## src/align_pkg.sv

```systemverilog
package align_pkg;
    // register offsets
    localparam logic [11:0] OFS_STAT_LO  = 12'h034;
    localparam logic [11:0] OFS_STAT_HI  = 12'h035;
    localparam logic [11:0] OFS_PULSES   = 12'h036;
    localparam logic [11:0] OFS_PHASE_LO = 12'h037;
    localparam logic [11:0] OFS_PHASE_HI = 12'h038;
    localparam logic [11:0] OFS_JWIN     = 12'h039;
    localparam logic [11:0] OFS_MODE     = 12'h03a;
    localparam logic [11:0] OFS_IRQ      = 12'h03b;
    localparam logic [11:0] OFS_HYST_A   = 12'h088;
    localparam logic [11:0] OFS_HYST_B   = 12'h089;
    localparam logic [11:0] OFS_LINK     = 12'h300;
    localparam logic [11:0] OFS_LATENCY  = 12'h302;
    localparam logic [11:0] OFS_MF_DEL   = 12'h304;
    localparam logic [11:0] OFS_MF_VAR   = 12'h306;
    localparam logic [11:0] OFS_INVERT   = 12'h334;
    localparam logic [11:0] OFS_SCR      = 12'h453;
    localparam logic [11:0] OFS_SUBCLASS = 12'h458;
    // field positions
    localparam int SCR_BIT      = 7;
    localparam int LINK_EN_BIT  = 0;
    localparam int IRQ_BIT      = 0;
    localparam int SUBCLASS_LSB = 5;
    // widths and sizes
    localparam int DATA_W     = 32;
    localparam int LANE_W     = 3;
    localparam int FIFO_DEPTH = 16;
    localparam int FIFO_W     = 35;
    localparam logic [4:0] FIFO_ROOM = 5'h0d;
    // processing clocks per multiframe
    localparam logic [7:0] MF_PCLKS = 8'h10;
    // reset values
    localparam logic [7:0] RST_SUBCLASS = 8'h20;
    localparam logic [7:0] RST_JWIN     = 8'h04;
    // codes
    localparam logic [2:0] SUBCLASS_0   = 3'h0;
    localparam logic [2:0] SUBCLASS_1   = 3'h1;
    localparam logic [1:0] MODE_MONITOR = 2'h0;
    localparam logic [1:0] MODE_CONT    = 2'h1;
    localparam logic [1:0] MODE_ONESHOT = 2'h2;
    // sync machine states
    typedef enum logic [3:0] {
        ST_IDLE  = 4'h1,
        ST_ARMED = 4'h2,
        ST_MON   = 4'h4,
        ST_CONT  = 4'h8
    } sync_state_e;
endpackage

```

## src/lane_align.sv

```systemverilog
`timescale 1ns/1ps
// word fifo, registered pointers and count
module stream_fifo #(
    parameter int WIDTH = 35,
    parameter int DEPTH = 16
) (
    input  wire logic             clk_in,       // clock
    input  wire logic             rst_b_in,     // async reset
    input  wire logic             in_valid_in,  // push request
    output logic                  in_ready_out, // room left
    input  wire logic [WIDTH-1:0] in_data_in,   // push word
    output logic                  out_valid_out,// word held
    input  wire logic             out_ready_in, // pop request
    output logic [WIDTH-1:0]      out_data_out, // head word
    output logic [$clog2(DEPTH):0] count_out    // fill level
);
    localparam int AW = $clog2(DEPTH);
    localparam logic [AW:0] FULL = (AW+1)'(DEPTH);
    typedef struct packed {
        logic [DEPTH-1:0][WIDTH-1:0] mem; // storage
        logic [AW-1:0]               wp;  // write pointer
        logic [AW-1:0]               rp;  // read pointer
        logic [AW:0]                 cnt; // words held
    } fifo_s;
    fifo_s q;
    fifo_s d;
    logic  push;
    logic  pop;

    // flags come from the registered count
    assign in_ready_out  = (q.cnt != FULL);
    assign out_valid_out = (q.cnt != '0);
    assign out_data_out  = q.mem[q.rp];
    assign count_out     = q.cnt;

    // pointer and count update
    always_comb
    begin
        d    = q;
        push = in_valid_in && in_ready_out;
        pop  = out_ready_in && out_valid_out;
        if (push)
        begin
            d.mem[q.wp] = in_data_in;
            d.wp        = q.wp + {{(AW-1){1'b0}}, 1'b1};
        end
        if (pop)
            d.rp = q.rp + {{(AW-1){1'b0}}, 1'b1};
        d.cnt = q.cnt + {{AW{1'b0}}, push} - {{AW{1'b0}}, pop};
    end

    // state register
    always_ff @(posedge clk_in or negedge rst_b_in)
    begin
        if (!rst_b_in)
            q <= '0;
        else
            q <= d;
    end
endmodule

`timescale 1ns/1ps
module lane_align_top
    import align_pkg::*;
(
    input  wire logic                          clk_in,        // pclk
    input  wire logic                          rst_b_in,      // async reset
    input  wire logic [11:0]                   reg_addr_in,   // reg address
    input  wire logic                          reg_wr_in,     // write strobe
    input  wire logic [7:0]                    reg_wdata_in,  // write data
    output logic [7:0]                         reg_rdata_out, // read data
    input  wire logic [align_pkg::DATA_W-1:0]  lane_data_in,  // four octets
    input  wire logic [align_pkg::LANE_W-1:0]  lane_id_in,    // logical lane
    input  wire logic                          lane_valid_in, // word valid
    output logic                               lane_ready_out,// room
    input  wire logic                          ilas_end_in,   // first data
    input  wire logic                          sysref_in,     // sysref pin
    input  wire logic [1:0]                    dac_phase_in,  // div4 phase
    output logic [align_pkg::DATA_W-1:0]       data_out,      // octets out
    output logic [align_pkg::LANE_W-1:0]       data_lane_out, // lane out
    output logic                               data_valid_out,// out valid
    input  wire logic                          data_ready_in, // sink ready
    output logic                               lmfc_rx_out,   // local mf
    output logic                               edge_tolerance_irq_out, // jitter
    output logic                               link_enable_out // link on
);
    import align_pkg::*;

    typedef struct packed {
        sync_state_e       st;          // sync machine
        logic [7:0]        inv;         // lane invert
        logic [7:0]        scr_cfg;     // scramble reg
        logic [7:0]        subclass;    // subclass reg
        logic [7:0]        jwin;        // window reg
        logic [7:0]        mode;        // mode reg
        logic [7:0]        link_ctrl;   // link reg
        logic [7:0]        mf_del;      // mf delay
        logic [7:0]        mf_var;      // mf variation
        logic [7:0]        hyst_a;      // hysteresis a
        logic [7:0]        hyst_b;      // hysteresis b
        logic              sref_meta;   // sync ff 1
        logic              sref_sync;   // sync ff 2
        logic              sref_prev;   // edge history
        logic [7:0]        lmfc_cnt;    // aligned mf phase
        logic [7:0]        ref_cnt;     // internal mf
        logic [7:0]        edge_cnt;    // sysref pulses
        logic [7:0]        edge_snap;   // latched count
        logic [15:0]       status_val;  // last error
        logic [15:0]       status_snap; // latched status
        logic [11:0]       phase_code;  // capture phase
        logic              irq;         // jitter flag
        logic [7:0]        latency;     // latency
        logic              lat_armed;   // data seen
        logic              rx_seen;     // mf edge seen
        logic              released;    // buffer open
        logic [7:0]        rel_cnt;     // release wait
        logic              s1_valid;    // stage valid
        logic [DATA_W-1:0] s1_data;     // stage data
        logic [LANE_W-1:0] s1_lane;     // stage lane
        logic [7:0][14:0]  hist;        // lane history
        logic              out_valid;   // out valid
        logic [DATA_W-1:0] out_data;    // out data
        logic [LANE_W-1:0] out_lane;    // out lane
        logic [7:0]        rdata;       // read data
        logic              in_ready;    // input room
        logic              lmfc_pulse;  // mf pulse
    } state_s;

    state_s q;
    state_s d;

    logic              sref_edge;  // sysref rise
    logic              ref_wrap;   // internal edge
    logic              align_edge; // alignment edge
    logic              do_align;   // adjust phase
    logic              jitter;     // outside window
    logic [7:0]        to_end;     // cycles to wrap
    logic [7:0]        err;        // phase error
    logic [7:0]        rx_cnt;     // local mf phase
    logic              link_en;    // link on
    logic [46:0]       chain;      // history+word
    logic [DATA_W-1:0] descr;      // descrambled
    logic              f_in_ready; // fifo room
    logic              f_out_valid;// fifo word
    logic              take;       // fifo pop
    logic [FIFO_W-1:0] f_out;      // fifo head
    logic [4:0]        f_count;    // fifo level
    logic              wr_mode;    // mode write

    // buffer in front of the release gate
    stream_fifo #(
        .WIDTH (FIFO_W),
        .DEPTH (FIFO_DEPTH)
    ) u_fifo (
        .clk_in        (clk_in),
        .rst_b_in      (rst_b_in),
        .in_valid_in   (q.s1_valid && link_en),
        .in_ready_out  (f_in_ready),
        .in_data_in    ({q.s1_lane, descr}),
        .out_valid_out (f_out_valid),
        .out_ready_in  (take),
        .out_data_out  (f_out),
        .count_out     (f_count)
    );

    // next state of the whole block
    always_comb
    begin
        d       = q;
        link_en = q.link_ctrl[LINK_EN_BIT];
        wr_mode = reg_wr_in && (reg_addr_in == OFS_MODE);
        d.sref_meta = sysref_in;
        d.sref_sync = q.sref_meta;
        d.sref_prev = q.sref_sync;
        sref_edge   = q.sref_sync && !q.sref_prev;
        ref_wrap  = (q.ref_cnt == MF_PCLKS - 8'h01);
        d.ref_cnt = ref_wrap ? 8'h00 : q.ref_cnt + 8'h01;
        if (q.subclass[7:SUBCLASS_LSB] == SUBCLASS_1)
            align_edge = sref_edge;
        else if (q.subclass[7:SUBCLASS_LSB] == SUBCLASS_0)
            align_edge = ref_wrap;
        else
            align_edge = 1'b0;
        to_end = MF_PCLKS - q.lmfc_cnt;
        err    = (q.lmfc_cnt <= to_end) ? q.lmfc_cnt : to_end;
        jitter   = align_edge && (err > {4'h0, q.jwin[5:2]});
        do_align = align_edge && (q.st == ST_ARMED || q.st == ST_CONT);
        if (do_align)
            d.lmfc_cnt = 8'h01;
        else if (q.lmfc_cnt == MF_PCLKS - 8'h01)
            d.lmfc_cnt = 8'h00;
        else
            d.lmfc_cnt = q.lmfc_cnt + 8'h01;
        if (align_edge)
            d.status_val = {6'h00, q.lmfc_cnt, 2'b00};
        if (sref_edge)
            d.phase_code = 12'(13'h0008 << (3 * dac_phase_in)) - 12'h001;
        // sync machine
        unique case (q.st)
            ST_ARMED: if (align_edge) d.st = ST_MON;
            ST_IDLE:  d.st = ST_IDLE;
            ST_MON:   d.st = ST_MON;
            ST_CONT:  d.st = ST_CONT;
        endcase
        if (wr_mode)
        begin
            d.mode = {6'h00, reg_wdata_in[1:0]};
            if (reg_wdata_in[1:0] == MODE_ONESHOT)
                d.st = ST_ARMED;
            else if (reg_wdata_in[1:0] == MODE_CONT)
                d.st = ST_CONT;
            else
                d.st = ST_IDLE;
        end
        if (reg_wr_in && reg_addr_in == OFS_PULSES)
            d.edge_cnt = sref_edge ? 8'h01 : 8'h00;
        else if (sref_edge)
            d.edge_cnt = q.edge_cnt + 8'h01;
        if (reg_wr_in && reg_addr_in == OFS_STAT_LO)
        begin
            d.status_snap = q.status_val;
            d.edge_snap   = q.edge_cnt;
        end
        if (reg_wr_in && reg_addr_in == OFS_IRQ && reg_wdata_in[IRQ_BIT])
            d.irq = 1'b0;
        if (jitter)
            d.irq = 1'b1;
        // plain register writes
        if (reg_wr_in)
        begin
            unique case (reg_addr_in)
                OFS_JWIN:     d.jwin      = {2'b00, reg_wdata_in[5:0]};
                OFS_LINK:     d.link_ctrl = reg_wdata_in;
                OFS_MF_DEL:   d.mf_del    = reg_wdata_in;
                OFS_MF_VAR:   d.mf_var    = reg_wdata_in;
                OFS_INVERT:   d.inv       = reg_wdata_in;
                OFS_SCR:      d.scr_cfg   = reg_wdata_in;
                OFS_SUBCLASS: d.subclass  = reg_wdata_in;
                OFS_HYST_A:   d.hyst_a    = reg_wdata_in;
                OFS_HYST_B:   d.hyst_b    = reg_wdata_in;
                default:      d.rdata     = q.rdata;
            endcase
        end
        if (q.lmfc_cnt >= q.mf_del)
            rx_cnt = q.lmfc_cnt - q.mf_del;
        else
            rx_cnt = q.lmfc_cnt + MF_PCLKS - q.mf_del;
        d.lmfc_pulse = (rx_cnt == 8'h00);
        if (link_en && ilas_end_in && !q.lat_armed)
        begin
            d.latency   = rx_cnt;
            d.lat_armed = 1'b1;
        end
        if (q.lat_armed && !q.rx_seen && rx_cnt == 8'h00)
        begin
            d.rx_seen = 1'b1;
            d.rel_cnt = q.mf_var;
        end
        if (q.rx_seen && !q.released)
        begin
            if (q.rel_cnt == 8'h00)
                d.released = 1'b1;
            else
                d.rel_cnt = q.rel_cnt - 8'h01;
        end
        // link off restarts latency and release
        if (!link_en)
        begin
            d.lat_armed = 1'b0;
            d.rx_seen   = 1'b0;
            d.released  = 1'b0;
        end
        d.s1_valid = lane_valid_in && q.in_ready;
        if (lane_valid_in && q.in_ready)
        begin
            d.s1_data = lane_data_in ^ {DATA_W{q.inv[lane_id_in]}};
            d.s1_lane = lane_id_in;
        end
        // taps 14 and 15 back, msb first
        chain = {q.hist[q.s1_lane], q.s1_data};
        for (int k = 0; k < DATA_W; k++)
            descr[k] = chain[k] ^ chain[k + 14] ^ chain[k + 15];
        if (!q.scr_cfg[SCR_BIT])
            descr = q.s1_data;
        if (q.s1_valid)
            d.hist[q.s1_lane] = q.s1_data[14:0];
        // output register, gated by release
        take = f_out_valid && q.released && (!q.out_valid || data_ready_in);
        if (take)
        begin
            d.out_valid = 1'b1;
            d.out_data  = f_out[DATA_W-1:0];
            d.out_lane  = f_out[FIFO_W-1:DATA_W];
        end
        else if (data_ready_in)
            d.out_valid = 1'b0;
        // ready leaves room for words in flight
        d.in_ready = (f_count < FIFO_ROOM) && f_in_ready;
        // read mux, answer next cycle
        unique case (reg_addr_in)
            OFS_STAT_LO:  d.rdata = q.status_snap[7:0];
            OFS_STAT_HI:  d.rdata = q.status_snap[15:8];
            OFS_PULSES:   d.rdata = q.edge_snap;
            OFS_PHASE_LO: d.rdata = q.phase_code[7:0];
            OFS_PHASE_HI: d.rdata = {4'h0, q.phase_code[11:8]};
            OFS_JWIN:     d.rdata = q.jwin;
            OFS_MODE:     d.rdata = q.mode;
            OFS_IRQ:      d.rdata = {7'h00, q.irq};
            OFS_HYST_A:   d.rdata = q.hyst_a;
            OFS_HYST_B:   d.rdata = q.hyst_b;
            OFS_LINK:     d.rdata = q.link_ctrl;
            OFS_LATENCY:  d.rdata = q.latency;
            OFS_MF_DEL:   d.rdata = q.mf_del;
            OFS_MF_VAR:   d.rdata = q.mf_var;
            OFS_INVERT:   d.rdata = q.inv;
            OFS_SCR:      d.rdata = q.scr_cfg;
            OFS_SUBCLASS: d.rdata = q.subclass;
            default:      d.rdata = 8'h00;
        endcase
    end

    // state register with reset values
    always_ff @(posedge clk_in or negedge rst_b_in)
    begin
        if (!rst_b_in)
        begin
            q          <= '0;
            q.st       <= ST_IDLE;
            q.subclass <= RST_SUBCLASS;
            q.jwin     <= RST_JWIN;
        end
        else
            q <= d;
    end

    // outputs straight from flops
    assign reg_rdata_out          = q.rdata;
    assign lane_ready_out         = q.in_ready;
    assign data_out               = q.out_data;
    assign data_lane_out          = q.out_lane;
    assign data_valid_out         = q.out_valid;
    assign lmfc_rx_out            = q.lmfc_pulse;
    assign edge_tolerance_irq_out = q.irq;
    assign link_enable_out        = q.link_ctrl[LINK_EN_BIT];

    logic inv_now;
    assign inv_now = q.inv[lane_id_in];
endmodule

```

## config.mk

```make
export PLATFORM = sky130hd
export DESIGN_NAME = lane_align_top
export DESIGN_NICKNAME = d
export VERILOG_FILES = /design/src/align_pkg.sv /design/src/lane_align.sv
export SDC_FILE = /design/constraint.sdc
export NUM_CORES = 2
export LEC_CHECK = 0
export BUFFER_PORTS_ARGS = -buffer_cell sky130_fd_sc_hd__buf_2
export CORE_AREA = 2 2 275 277
export DETAILED_ROUTE_END_ITERATION = 8
export DIE_AREA = 0 0 277 279
export HOLD_SLACK_MARGIN = 0.12
export PLACE_DENSITY = 0.85
export SLEW_MARGIN = 5
export SYNTH_ARGS = -nofsm -noshare
export SYNTH_HDL_FRONTEND = slang
export SYNTH_HIERARCHICAL = 1
export SYNTH_SLANG_ARGS = --single-unit
export TNS_END_PERCENT = 100
```

## constraint.sdc

```tcl
create_clock -name clk_in -period 5.6 [get_ports clk_in]
set_clock_uncertainty 0.1 [all_clocks]
set_input_delay 1.12 -clock clk_in [delete_from_list [all_inputs] [get_ports clk_in]]
set_output_delay 1.12 -clock clk_in [all_outputs]
set_load 0.005 [all_outputs]
```

==> out/metrics.cfg <==
[die]
rows = 100
ios = 112
start_util = 0.598
core_sq_um = 74100
die_x_um = 277
die_area_sq_um = 77300
die_h_um = 279

[power_and_ir_drop]
vdd_drop_max_uv = 254
p_leak_nw = 22.8
power_density_nw_per_um2 = 353

[cts]
numCtsBuffers = 94
cts_hold_buf = 0
clock_path_buffers = 3
cts_tree = done
cts_setup_buffers = 0
cts_resized = 0
htree_num_levels = 3
root_buffer = clkbuf_16
clkTransAtPathRegs_ns = 0.06
clkLatencyLatePin_ns = 0.67
cts.sinks = 928

[setup_path]
path_cells = inv_1 > ha_1 > inv_1 > nor3_1 > o21bai_1 > ha_1 > inv_1 > o211ai_1 > o31ai_2 > o41ai_1 > mux2_2 > ha_1 > o21ai_0 > nand2b_1 > a21oi_1 > a41o_1 > nand2_1 > a2bb2oi_1
r2r-start = q[291]
start_kind = flop
path_class = reg2reg
crit_arrival_ns = 4.24
cp_num_cells = 18
crit_buf_inv = 3
path_max_fanout = 8
crit_path_start = q[291]
crit_required_ns = 6.00
cp_slowest_cell = dfrtp_1
end_kind = flop
r2r_cells = 18
cpLargestDelayFamily = compound AO/OA/AOI/OAI gates
cp_slowest_stage_delay_ns = 0.44

[min_path]
min_delay_path_depth = 0
holdCritStartpoint = d[299]
hold_path_class = reg2reg

[global_route]
grt_pass1_vias = 29000
met2_usage = 0.466
grt_pass1_wl_um = 169000
antenna_found_initial = 1
grt-ovfl-total = 0
gr-usage-all-layers = 0.282
grt.busiest_layer = met2
grt_util_met1 = 0.369
use_met3 = 0.0451
grt_max_degree = 171

[logic_synthesis]
synth_flop_cell = dfrtp_1
async_reset_ff_frac = 1.00
ys_ff_latch = 928
avgSynthCellArea_sq_um = 13.7
ys_types = 88
syn-num-nets = 3337
synth_edf_count = 0
synth_area_sq_um = 44300
syn_inst = 3222
ys_seq_area_frac = 0.525
yosysWarnings = 6

[timing]
relSlewSlack = 0.165
rsz0062_at_grt = no
tightest_slew_ns = 1.24
fin_tns_setup_ns = 0
fin_ws_ns = 1.76
period_share = 0.686
fin_hold_ws_ns = 0.248
layout_min_cycle_time_ns = 3.84
maxSlewViolCount = 0
hold_viol_final = 0
clock.fmax_ghz = 0.260
finalSetupViolCount = 0

[place]
place_congestion = 0.953
io_buffers = 111
dpl_cell_area_sq_um = 45300
dp_slack_ns = 1.77
hpwl_um = 64200

[final_layout]
final_cell_area_sq_um = 48400
drive_gt1_frac = 0.393
layout.nets = 3340
syn2layout_area_growth_pct = 9.30

[route]
drt-vias-per-instance = 6.47
vias = 27600
dr.first_iter.drc_count = 2678
first_pass_iters = 5
wl_per_cell_um = 25.2
drc = 0
ant_nets = 0
routed_wl_um = 107000

[run_status]
status = finished clean

[run]
max_cap_violations = 0

-- cell usage after synthesis, types with 5 or more instances --
| cell type | instances | area share |
|---|---|---|
| dfrtp_1 | 925 | 0.52 |
| mux2_2 | 765 | 0.19 |
| nand2_1 | 189 | 0.016 |
| mux2i_1 | 164 | 0.037 |
| o21ai_0 | 112 | 0.013 |
| mux4_2 | 102 | 0.052 |
| clkbuf_1 | 95 | 0.0081 |
| a221oi_1 | 85 | 0.017 |
| xor2_1 | 76 | 0.015 |
| buf_2 | 75 | 0.0085 |
| buf_4 | 63 | 0.011 |
| xnor2_1 | 56 | 0.011 |
| inv_1 | 49 | 0.0042 |
| ha_1 | 43 | 0.012 |
| a22oi_1 | 42 | 0.0071 |
| nor2_1 | 37 | 0.0031 |
| mux2_4 | 30 | 0.010 |
| nand3_1 | 22 | 0.0025 |
| a21oi_1 | 20 | 0.0023 |
| buf_6 | 17 | 0.0043 |
| nor3_1 | 17 | 0.0019 |
| buf_1 | 15 | 0.0013 |
| nand2b_1 | 15 | 0.0021 |
| nor2b_1 | 15 | 0.0021 |
| a22o_1 | 10 | 0.0020 |
| and3_1 | 10 | 0.0014 |
| nand4_1 | 10 | 0.0014 |
| and2_1 | 8 | 0.0011 |
| fa_1 | 8 | 0.0036 |
| nor3b_1 | 8 | 0.0014 |
| or3_1 | 8 | 0.0011 |
| a222oi_1 | 7 | 0.0016 |
| a31oi_1 | 6 | 0.00085 |
| o311ai_0 | 6 | 0.0012 |
| nand3_2 | 5 | 0.0011 |
| nand3b_1 | 5 | 0.00085 |
| nor2_2 | 5 | 0.00071 |
| nor3_2 | 5 | 0.0011 |
-- power breakdown --
part / total [mW] / internal, mW / leakage, nW / switching (mW)
sequential: 8.00 / 7.30 / 12.6 / 0.697
combinational: 2.87 / 1.28 / 8.71 / 1.59
clock: 6.21 / 3.56 / 1.50 / 2.65
-- cells in the final DEF, fill, tap and decap left out, types with 17 or more instances in the layout --
cell / instances
mux2_2: 765
o21ai_0: 112
clkbuf_8: 21
clkbuf_1: 17
a21oi_1: 19
a22oi_1: 42
nand2_1: 188
nand3_1: 22
xor2_1: 76
a221oi_1: 85
xnor2_1: 41
buf_2: 110
mux2i_1: 163
buf_4: 55
mux4_2: 102
mux2_4: 30
dfrtp_1: 919
ha_1: 43
clkbuf_16: 96
inv_1: 49
nor2_1: 37
-- routing by layer --
| layer | part of all wire | wire (um) |
|---|---|---|
| met5 | 0 | 0 |
| met4 | 0.046 | 4900 |
| met3 | 0.068 | 7320 |
| met2 | 0.49 | 52200 |
| met1 | 0.40 | 43000 |
-- path summary, 6_finish.rpt --
| kind | slack (ns) | endpoint |
|---|---|---|
| max | 1.76 | edge_tolerance_irq_out |
| min | 0.25 | d[298] |
| max reg2reg | 1.76 | edge_tolerance_irq_out |
| min reg2reg | 0.25 | d[298] |
| max in group asynchronous | 3.69 | u_fifo/q[18] |
| min in group asynchronous | 0.36 | u_fifo/q[41] |
-- layout make-up --
class | count | area (sq um)
Antenna cell | 1 | 2.50
Sequential cell | 928 | 23200
Timing Repair Buffer | 173 | 1120
Inverter | 52 | 195
Clock inverter | 26 | 284
Fill cell | 5084 | 25700
Clock buffer | 134 | 2760
Multi-Input combinational cell | 1976 | 19600
Tap cell | 969 | 1210
-- state kept, by name, summed over array words and instances, names as in the netlist --
name                    flops
chain                      32
d                           2
data_lane_out               3
data_out                   32
data_valid_out              1
edge_tolerance_irq_out      1
lane_ready_out              1
link_enable_out             1
lmfc_rx_out                 1
q                         273
reg_rdata_out               8
u_fifo/count_out            5
u_fifo/q                  568
-- worst register-to-register path, cell delays in order (launching register included) --
cell and delay (ns):
dfrtp_1 0.44, inv_1 0.26, ha_1 0.20, inv_1 0.05, nor3_1 0.29, o21bai_1 0.10
ha_1 0.29, inv_1 0.09, o211ai_1 0.13, o31ai_2 0.37, o41ai_1 0.18, mux2_2 0.30
ha_1 0.29, o21ai_0 0.09, nand2b_1 0.08, a21oi_1 0.14, a41o_1 0.11, nand2_1 0.05
a2bb2oi_1 0.14
-- metrics by stage --
step,instances,util,total power [mW]
finish,4259,0.653,17.1
CTS,4258,0.653,17.2
global route,4258,0.653,17.7
floorplan,3222,-,9.86
detailed placement,4098,0.612,10.9
global placement,4098,0.612,10.8
-- cells by family (layout without fill, tap and decap cells) --
| group | Yosys count | in the layout | share of synthesized area |
|---|---|---|---|
| buffers and inverters | 318 | 385 | 0.0376 |
| flip-flops | 928 | 928 | 0.525 |
| AND/OR/NAND/NOR | 403 | 403 | 0.0490 |
| AO/OA/AOI/OAI | 329 | 329 | 0.0529 |
| XOR/XNOR | 132 | 132 | 0.0261 |
| multiplexers | 1061 | 1061 | 0.294 |
| adder cells (fa/ha/maj) | 51 | 51 | 0.0158 |
| other | 0 | 1 | 0 |
No activity file was read; power rests on OpenSTA's default activity.
